===== src/shared/rbc_pkg.sv =====
// Constants, types and the register map of the reset and boot controller.
// Assumes one 200 MHz clock and a 32-bit AXI4-Lite register port.
package rbc_pkg;

    // ****************************************
    // Timing
    // ****************************************
    localparam int CLK_PERIOD_PS     = 5000;
    localparam int PIN_MIN_LOW_NS    = 100;
    localparam int PIN_MIN_LOW_CYC   =
        (PIN_MIN_LOW_NS * 1000 + CLK_PERIOD_PS - 1) / CLK_PERIOD_PS;
    localparam int RST_HOLD_CYC      = 16;

    // ****************************************
    // Register map
    // ****************************************
    localparam logic [3:0] CTRL_OFFSET   = 4'h0;
    localparam logic [3:0] STATUS_OFFSET = 4'h4;
    localparam logic [3:0] CAUSE_OFFSET  = 4'h8;

    localparam int CTRL_EXT_OSC_BIT  = 0;
    localparam int CTRL_OSC_DISC_BIT = 1;
    localparam int CTRL_VCO_BYP_BIT  = 2;
    localparam int CTRL_PDOWN_BIT    = 3;
    localparam int CTRL_NDIV_LSB     = 8;
    localparam int NDIV_W            = 5;
    localparam logic [4:0] NDIV_RESET = 5'h0_010;

    localparam int STAT_BOOT_LSB     = 0;
    localparam int STAT_CLKMODE_LSB  = 4;
    localparam int STAT_OSC_FAIL_BIT = 8;
    localparam int STAT_UNLOCK_BIT   = 9;
    localparam int STAT_SRAM_OK_BIT  = 10;
    localparam int STAT_PDOWN_BIT    = 11;

    // ****************************************
    // Fixed divider factors and start address
    // ****************************************
    localparam logic [1:0]  DIV_P_FIXED  = 2'h1;
    localparam logic [1:0]  DIV_K_FIXED  = 2'h2;
    localparam logic [15:0] PC_START     = 16'h0000;

    // Reset cause one-hot bit positions.
    localparam int CAUSE_POR  = 0;
    localparam int CAUSE_HW   = 1;
    localparam int CAUSE_WDOG = 2;
    localparam int CAUSE_WAKE = 3;
    localparam int CAUSE_BO   = 4;
    localparam int CAUSE_N    = 5;

    localparam logic [1:0] RESP_OKAY   = 2'h0;
    localparam logic [1:0] RESP_SLVERR = 2'h2;

    typedef enum logic [1:0] {
        BOOT_USER,
        BOOT_LOADER,
        BOOT_DEBUG,
        BOOT_USER_JTAG
    } rbc_boot_t;

    typedef enum logic [1:0] {
        CLK_PLL,
        CLK_PRESCALER,
        CLK_PLL_BASE
    } rbc_clk_mode_t;

endpackage : rbc_pkg


===== src/hw/rbc_top.sv =====
// Reset sequencer, boot strap capture, regulator and clock mode control.
// Assumes pins arrive asynchronously; event inputs are on aclk.
`timescale 1ns/1ps
module rbc_top (
    input  wire logic        aclk,
    input  wire logic        aresetn,
    input  wire logic        reset_pin_n,
    input  wire logic        boot_mode_strap_pin,
    input  wire logic        jtag_mode_select,
    input  wire logic        port_zero_bit_zero_strap,
    input  wire logic        flash_protected,
    input  wire logic        watchdog_timer_reset_req,
    input  wire logic        brownout_detect,
    input  wire logic        osc_running,
    input  wire logic        pll_locked,
    output logic             system_reset_n,
    output logic             sram_preserved,
    output logic             main_regulator_en,
    output logic             lp_regulator_en,
    output logic             ext_osc_select,
    output logic [1:0]       clock_mode,
    output logic [4:0]       feedback_ndiv,
    output logic [1:0]       div_p,
    output logic [1:0]       div_k,
    output logic [1:0]       boot_mode,
    output logic [15:0]      pc_start,
    output logic             clock_fault,
    input  wire logic [3:0]  s_axi_awaddr,
    input  wire logic        s_axi_awvalid,
    output logic             s_axi_awready,
    input  wire logic [31:0] s_axi_wdata,
    input  wire logic [3:0]  s_axi_wstrb,
    input  wire logic        s_axi_wvalid,
    output logic             s_axi_wready,
    output logic [1:0]       s_axi_bresp,
    output logic             s_axi_bvalid,
    input  wire logic        s_axi_bready,
    input  wire logic [3:0]  s_axi_araddr,
    input  wire logic        s_axi_arvalid,
    output logic             s_axi_arready,
    output logic [31:0]      s_axi_rdata,
    output logic [1:0]       s_axi_rresp,
    output logic             s_axi_rvalid,
    input  wire logic        s_axi_rready
);

    typedef enum logic [1:0] {ST_RESET, ST_RUN, ST_PDOWN} rbc_state_t;

    function automatic rbc_pkg::rbc_boot_t boot_decode(
        input logic boot_pin, input logic sel_pin, input logic p0_pin,
        input logic prot);
        rbc_pkg::rbc_boot_t m;
        m = rbc_pkg::BOOT_USER;
        if (!sel_pin)
            m = boot_pin ? rbc_pkg::BOOT_USER : rbc_pkg::BOOT_LOADER;
        else if (!p0_pin)
        begin
            m = boot_pin ? rbc_pkg::BOOT_USER_JTAG
                         : rbc_pkg::BOOT_DEBUG;
            if (!boot_pin && prot)
                m = rbc_pkg::BOOT_USER;
        end
        return m;
    endfunction : boot_decode

    // ****************************************
    // Pin synchronisers
    // ****************************************
    // A change is accepted only when stages two and three agree, which
    // rejects a single metastable sample at the cost of one cycle.
    logic [3:0] pin_raw;
    logic [3:0] sync1;
    logic [3:0] sync2;
    logic [3:0] sync3;
    logic [3:0] pin_lvl;
    assign pin_raw = {reset_pin_n, boot_mode_strap_pin, jtag_mode_select,
                      port_zero_bit_zero_strap};

    genvar gi;
    generate
        for (gi = 0; gi < 4; gi++)
        begin : g_sync
            always_ff @(posedge aclk)
            begin
                if (!aresetn)
                begin
                    sync1[gi]   <= 1'b1;
                    sync2[gi]   <= 1'b1;
                    sync3[gi]   <= 1'b1;
                    pin_lvl[gi] <= 1'b1;
                end
                else
                begin
                    sync1[gi] <= pin_raw[gi];
                    sync2[gi] <= sync1[gi];
                    sync3[gi] <= sync2[gi];
                    if (sync2[gi] == sync3[gi])
                        pin_lvl[gi] <= sync3[gi];
                end
            end
        end
    endgenerate

    logic pin_reset;
    assign pin_reset = !pin_lvl[3];

    // ****************************************
    // Reset sequencer
    // ****************************************
    rbc_state_t                 state;
    logic [rbc_pkg::CAUSE_N-1:0] cur_cause;
    logic [rbc_pkg::CAUSE_N-1:0] next_cause;
    logic [rbc_pkg::CAUSE_N-1:0] cause_flags;
    logic [4:0]                 hold_cnt;
    logic                       reset_req;
    logic                       pdown_req;
    logic                       seq_done;

    assign reset_req = pin_reset || watchdog_timer_reset_req || brownout_detect;
    assign seq_done  = (state == ST_RESET) && !pin_reset && !brownout_detect
                       && (hold_cnt == 5'(rbc_pkg::RST_HOLD_CYC - 1));

    always_comb
    begin
        next_cause = '0;
        if (state == ST_PDOWN)
            next_cause[rbc_pkg::CAUSE_WAKE] = 1'b1;
        else if (brownout_detect)
            next_cause[rbc_pkg::CAUSE_BO] = 1'b1;
        else if (pin_reset)
            next_cause[rbc_pkg::CAUSE_HW] = 1'b1;
        else
            next_cause[rbc_pkg::CAUSE_WDOG] = 1'b1;
    end

    always_ff @(posedge aclk)
    begin
        if (!aresetn)
        begin
            state     <= ST_RESET;
            cur_cause <= 5'h0_001;
        end
        else
        begin
            case (state)
                ST_RESET:
                    if (seq_done)
                        state <= ST_RUN;
                ST_RUN:
                    if (reset_req)
                    begin
                        state     <= ST_RESET;
                        cur_cause <= next_cause;
                    end
                    else if (pdown_req)
                        state <= ST_PDOWN;
                ST_PDOWN:
                    if (reset_req)
                    begin
                        state     <= ST_RESET;
                        cur_cause <= next_cause;
                    end
                default:
                    state <= ST_RESET;
            endcase
        end
    end

    always_ff @(posedge aclk)
    begin
        if (!aresetn || state != ST_RESET || pin_reset || brownout_detect)
            hold_cnt <= '0;
        else if (!seq_done)
            hold_cnt <= hold_cnt + 5'h0_001;
    end

    // Core and peripherals share one reset for every cause.
    assign system_reset_n = (state != ST_RESET);
    assign pc_start       = rbc_pkg::PC_START;

    // ****************************************
    // Boot capture and SRAM state
    // ****************************************
    always_ff @(posedge aclk)
    begin
        if (!aresetn)
            boot_mode <= rbc_pkg::BOOT_USER;
        else if (seq_done && (cur_cause[rbc_pkg::CAUSE_POR]
                              || cur_cause[rbc_pkg::CAUSE_HW]))
            boot_mode <= boot_decode(pin_lvl[2], pin_lvl[1], pin_lvl[0],
                                     flash_protected);
    end

    always_ff @(posedge aclk)
    begin
        if (!aresetn)
            sram_preserved <= 1'b0;
        else if (state == ST_RESET)
            sram_preserved <= !(cur_cause[rbc_pkg::CAUSE_POR]
                                || cur_cause[rbc_pkg::CAUSE_BO]);
    end

    // ****************************************
    // Regulators and clock control
    // ****************************************
    assign main_regulator_en = (state != ST_PDOWN);
    assign lp_regulator_en   = 1'b1;

    logic       osc_disc;
    logic       vco_byp;
    logic       osc_fail;
    logic       pll_unlock;

    always_comb
    begin
        if (osc_disc)
            clock_mode = rbc_pkg::CLK_PLL_BASE;
        else if (vco_byp)
            clock_mode = rbc_pkg::CLK_PRESCALER;
        else
            clock_mode = rbc_pkg::CLK_PLL;
    end
    assign div_p       = rbc_pkg::DIV_P_FIXED;
    assign div_k       = rbc_pkg::DIV_K_FIXED;
    assign clock_fault = osc_fail || pll_unlock;

    // ****************************************
    // AXI4-Lite register port
    // ****************************************
    logic        aw_held;
    logic        w_held;
    logic [3:0]  aw_addr;
    logic [31:0] w_data;
    logic [3:0]  w_strb;
    logic        wr_go;
    logic        wr_ctrl;
    logic        wr_cause;

    assign s_axi_awready = !aw_held && !s_axi_bvalid;
    assign s_axi_wready  = !w_held && !s_axi_bvalid;
    assign s_axi_arready = !s_axi_rvalid;
    assign wr_go    = aw_held && w_held && !s_axi_bvalid;
    // Strobes are held with the data, since the master may drop them once
    // the data channel has been taken.
    assign wr_ctrl  = wr_go && aw_addr == rbc_pkg::CTRL_OFFSET;
    assign wr_cause = wr_go && aw_addr == rbc_pkg::CAUSE_OFFSET;

    always_ff @(posedge aclk)
    begin
        if (!aresetn)
        begin
            aw_held <= 1'b0;
            w_held  <= 1'b0;
            aw_addr <= '0;
            w_data  <= '0;
            w_strb  <= '0;
        end
        else
        begin
            if (s_axi_awvalid && s_axi_awready)
            begin
                aw_held <= 1'b1;
                aw_addr <= s_axi_awaddr;
            end
            else if (wr_go)
                aw_held <= 1'b0;
            if (s_axi_wvalid && s_axi_wready)
            begin
                w_held <= 1'b1;
                w_data <= s_axi_wdata;
                w_strb <= s_axi_wstrb;
            end
            else if (wr_go)
                w_held <= 1'b0;
        end
    end

    always_ff @(posedge aclk)
    begin
        if (!aresetn)
        begin
            s_axi_bvalid <= 1'b0;
            s_axi_bresp  <= rbc_pkg::RESP_OKAY;
        end
        else if (wr_go)
        begin
            s_axi_bvalid <= 1'b1;
            s_axi_bresp  <= (aw_addr == rbc_pkg::CTRL_OFFSET || wr_cause)
                            ? rbc_pkg::RESP_OKAY : rbc_pkg::RESP_SLVERR;
        end
        else if (s_axi_bready)
            s_axi_bvalid <= 1'b0;
    end

    // Control bits return to defaults on every internal reset.
    always_ff @(posedge aclk)
    begin
        if (!aresetn || state == ST_RESET)
        begin
            ext_osc_select <= 1'b0;
            osc_disc       <= 1'b0;
            vco_byp        <= 1'b0;
            feedback_ndiv  <= rbc_pkg::NDIV_RESET;
            pdown_req      <= 1'b0;
        end
        else
        begin
            pdown_req <= 1'b0;
            if (wr_ctrl && w_strb[0])
            begin
                ext_osc_select <= w_data[rbc_pkg::CTRL_EXT_OSC_BIT];
                osc_disc       <= w_data[rbc_pkg::CTRL_OSC_DISC_BIT];
                vco_byp        <= w_data[rbc_pkg::CTRL_VCO_BYP_BIT];
                pdown_req      <= w_data[rbc_pkg::CTRL_PDOWN_BIT];
            end
            if (wr_ctrl && w_strb[1])
                feedback_ndiv <= w_data[rbc_pkg::CTRL_NDIV_LSB+:
                                        rbc_pkg::NDIV_W];
        end
    end

    // Sticky flags: a new event wins over a clear in the same cycle.
    always_ff @(posedge aclk)
    begin
        if (!aresetn)
        begin
            cause_flags <= 5'h0_001;
            osc_fail    <= 1'b0;
            pll_unlock  <= 1'b0;
        end
        else
        begin
            if (state != ST_RESET && reset_req)
                cause_flags <= (wr_cause ? cause_flags & ~w_data[4:0]
                                         : cause_flags) | next_cause;
            else if (wr_cause)
                cause_flags <= cause_flags & ~w_data[4:0];
            osc_fail   <= !osc_running
                          || (osc_fail && !(wr_cause && w_data[8]));
            pll_unlock <= !pll_locked
                          || (pll_unlock && !(wr_cause && w_data[9]));
        end
    end

    always_ff @(posedge aclk)
    begin
        if (!aresetn)
        begin
            s_axi_rvalid <= 1'b0;
            s_axi_rdata  <= '0;
            s_axi_rresp  <= rbc_pkg::RESP_OKAY;
        end
        else if (s_axi_arvalid && s_axi_arready)
        begin
            s_axi_rvalid <= 1'b1;
            s_axi_rresp  <= rbc_pkg::RESP_OKAY;
            s_axi_rdata  <= '0;
            case (s_axi_araddr)
                rbc_pkg::CTRL_OFFSET:
                    s_axi_rdata <= {19'h0_0000, feedback_ndiv, 5'h0_0,
                                    vco_byp, osc_disc, ext_osc_select};
                rbc_pkg::STATUS_OFFSET:
                    s_axi_rdata <= {20'h0_0000, state == ST_PDOWN,
                                    sram_preserved, pll_unlock, osc_fail,
                                    2'h0, clock_mode, 2'h0, boot_mode};
                rbc_pkg::CAUSE_OFFSET:
                    s_axi_rdata <= {27'h000_0000, cause_flags};
                default:
                    s_axi_rresp <= rbc_pkg::RESP_SLVERR;
            endcase
        end
        else if (s_axi_rready)
            s_axi_rvalid <= 1'b0;
    end
endmodule : rbc_top


===== config.mk =====
export PLATFORM = sky130hd
export DESIGN_NAME = rbc_top
export DESIGN_NICKNAME = d
export VERILOG_FILES = /design/src/shared/rbc_pkg.sv /design/src/hw/rbc_top.sv
export SDC_FILE = /design/constraint.sdc
export NUM_CORES = 1
export LEC_CHECK = 0
export ABC_AREA = 1
export BUFFER_PORTS_ARGS = -buffer_cell sky130_fd_sc_hd__buf_2
export CORE_ASPECT_RATIO = 1.25
export CORE_MARGIN = 2
export CORE_UTILIZATION = 44
export DETAILED_ROUTE_END_ITERATION = 16
export MAX_ROUTING_LAYER = met4
export PLACE_DENSITY = 0.76
export SLEW_MARGIN = 15
export SYNTH_ARGS = -nofsm -noshare
export SYNTH_HDL_FRONTEND = slang
export SYNTH_SLANG_ARGS = --single-unit

===== constraint.sdc =====
create_clock -name aclk -period 1.45 [get_ports aclk]
set_input_delay 0.0725 -clock aclk [delete_from_list [all_inputs] [get_ports aclk]]
set_output_delay 0.0725 -clock aclk [all_outputs]
set_load 0.05 [all_outputs]

==> summary.txt <==
Clock network
  – Clock Sink Count: 78
  – Source-to-sink clock delay at the later pin of the worst-skew pair: 0.35 ns
  – CTS Root Buffer Type: clkbuf_8
  – CTS clock-pin slew for the worst setup and hold paths: 0.08 ns
  – H-tree depth: 3
  – Total clock buffers created by CTS: 9
  – CTS tree: yes
  – CTS Buffer Depth: 2

Routing
  – Routed length per placed instance: 11.9 µm
  – Remaining design rule violation count: 0
  – Via count normalized by instance count: 4.76
  – Count of antenna-violating nets left after detailed routing: 0
  – Post-detailed-routing wire length: 7730 µm
  – Drt first-iter violations: 131
  – Length of the first detailed-routing pass in iterations: 4
  – Total number of vias: 3097

Worst setup path
  – R2R setup slack: 0.03 ns
  – Class of the most critical setup path: register to register
  – Crit Path Max Fanout: 3
  – Required time at the worst-slack endpoint: 1.74 ns
  – Endpoint class of the critical path: register
  – First element of the critical path: hold_cnt[1]
  – Kind of start point of the critical path: register
  – Arrival time at the worst endpoint: 1.71 ns
  – FF-to-FF Start: hold_cnt[1]
  – Reg-to-Reg End: state[1]
  – Cells on worst reg2reg path: 10

Synth
  – Synth Area per Inst: 7.64 µm²
  – Number of synthesized register bits: 78
  – Ys async rst share: 0%
  – Most used DFF post-synth: dfxtp_1
  – Synth Instances: 455
  – Number of distinct library cells after synthesis: 28
  – Area of the mapped netlist: 0.00348 mm²
  – Yosys synthesis warning count: 0
  – EDFF count, synth: 0
  – Register area share after synthesis: 44.9%

Min path
  – End of the worst hold path: w_strb[0]
  – Worst Hold Class: primary input to register
  – Hold Path Depth: 3
  – Hold path startpoint: s_axi_wstrb[0]

Final layout
  – Layout Nets: 618
  – Growth of design area from synthesis to finish: 23.7%
  – Final Instance Count excl. Fillers: 651
  – Inserted Diodes: 0
  – Post-route cell area: 0.00430 mm²
  – End-of-flow core utilization: 55.5%
  – Proportion of layout cells with a drive suffix above 1: 25.5%

Timing
  – Final period demand of the worst path: 1.42 ns
  – Count of endpoints failing hold in the final timing report: 0
  – RSZ-0062 raised after global routing: yes
  – Maximum achievable frequency: 704 MHz
  – Post-route clock skew: 0.00708 ns
  – Setup violations, final: 0
  – Number of pins exceeding their max-slew limit in the final report: 0
  – Setup_tns: 0 ns
  – Share of the clock period used by the worst path after layout: 97.9%

Floorplanning
  – Starting Density: 44.9%
  – FP Rows: 36
  – Die Area: 0.00863 mm²
  – Number of top-level pins: 136
  – CORE AREA: 0.00775 mm²
  – Die width: 83.5 µm
  – Floorplan die height: 103 µm

Placed design
  – Area post-placement: 0.00384 mm²
  – Dpl cells: 612
  – HPWL after detailed placement: 5710 µm
  – Number of I/O port buffers: 67
  – Final Wtd Congestion: 0.867

GRT
  – Via count of the first global-routing pass: 2825
  – Total grt overflow: 0
  – Initial antenna violation count: 0
  – Aggregate global-route resource usage: 18.7%
  – Global-route wire length before repair: 12500 µm
  – Pin count of the biggest net entering global routing: 20

Power
  – Overall Power: 0.00484 W
  – Worst voltage drop across the vdd grid: 639 µV
  – Power density relative to cell area: 1130 mW/mm²
  – Leak pwr: 1.94 nW

Run
  – Number of max-cap violations: 0

Run status
  – Status: finished clean
cell families after synthesis:
family	after synthesis	synth area share (%)
compound gates	81	12.1
xor+xnor	1	0.252
fa+ha+maj	6	2.16
buf+inv	94	15.7
flops	78	44.9
other cells	2	0.216
simple gates	193	24.7
synthesized netlist by cell type, types with 2 or more instances:
library cell	count	area share, %
nand3_1	39	5.6
a21oi_1	43	6.2
ha_1	6	2.2
nand2_2	2	0.36
conb_1	2	0.22
nand2_1	73	7.9
o21ai_0	31	4.5
or2_2	12	2.2
buf_6	2	0.65
dfxtp_1	78	45
clkbuf_1	6	0.65
nor2_1	52	5.6
nand4_1	4	0.72
nor2_2	5	0.90
buf_4	47	10
nor3_1	4	0.58
inv_1	37	4.0
o21ai_1	2	0.29
registers in the layout, summed over array words and instances, names as in the netlist, 5 cells and up:
signal / count
cause_flags: 5
hold_cnt: 5
feedback_ndiv: 5
s_axi_rdata: 11
w_data: 10
power breakdown:
group          internal (W)  switching, W  total, W
Clock              0.000855      0.000767   0.00162
Combinational      0.000250      0.000666  0.000916
Sequential          0.00224     0.0000687   0.00231
Total               0.00334       0.00150   0.00484
per-layer routing:
layer / global-route usage (%) / share of wire (%) / vias up
li1: - / - / 1573
met1: 19.5 / 40 / 1414
met2: 34.7 / 53 / 99
met3: 3.97 / 5.0 / 11
met4: 7.82 / 2.1 / 0
met5: - / 0 / -
layout by cell type (no fill, tap or decap), types with 3 or more instances in the layout:
cell and count:
nand2_1 71, nor2_4 4, nand4_1 4, inv_1 30, nor2_2 5, conb_1 44
buf_2 65, dlygate4sd3_1 19, dfxtp_1 74, nor3_1 3, clkbuf_8 12, inv_2 6
a21oi_1 42, nor2_1 49, nand3_1 39, o21ai_0 31, buf_4 14, dfxtp_2 3
or2_2 12, clkinvlp_4 3
how the worst max path moves through the flow:
stage                              to  slack [ns]  cells after the start
floorplan                s_axi_rvalid       0.006                      5
global placement             state[1]      0.0009                     10
detailed placement           state[1]       -0.04                     10
CTS                 main_regulator_en       0.002                      4
global route                 state[0]       -0.12                     10
finish                       state[1]        0.03                     10
critical path, stage by stage, from the launching register on:
cell and delay [ns]:
dfxtp_2 0.36, ha_4 0.14, inv_2 0.04, nor3_2 0.10, ha_2 0.22, inv_2 0.06
o21bai_4 0.13, nand2_2 0.07, nor2_2 0.10, nor2_1 0.06, nor2_1 0.07
per-stage QoR:
step	hold slack [ns]	setup slack (ns)
floorplan	0.168	0.00606
global placement	0.257	0.000866
detailed placement	0.262	-0.0362
CTS	0.000311	0.00175
global route	0.0301	-0.124
finish	0.00576	0.0298
area by class of cell:
cell class	count	area (µm²)
Fill cell	719	3450
Multi-Input combinational cell	325	1620
Sequential cell	78	1570
Timing Repair Buffer	100	639
Clock buffer	13	190
Inverter	38	150
Tap cell	95	119
Clock inverter	2	12.5
what timing repair did:
action / 4_1_cts / 5_1_grt
setup buffers: 1 / 4
hold buffers: 19 / 0
resized for setup: 5 / 8
hold endpoints to repair: 19 / 0
pin swaps: 2 / 6
endpoints found under the setup margin: 6 / 10
gates cloned: 0 / 0
No activity file was read; power rests on OpenSTA's default activity.
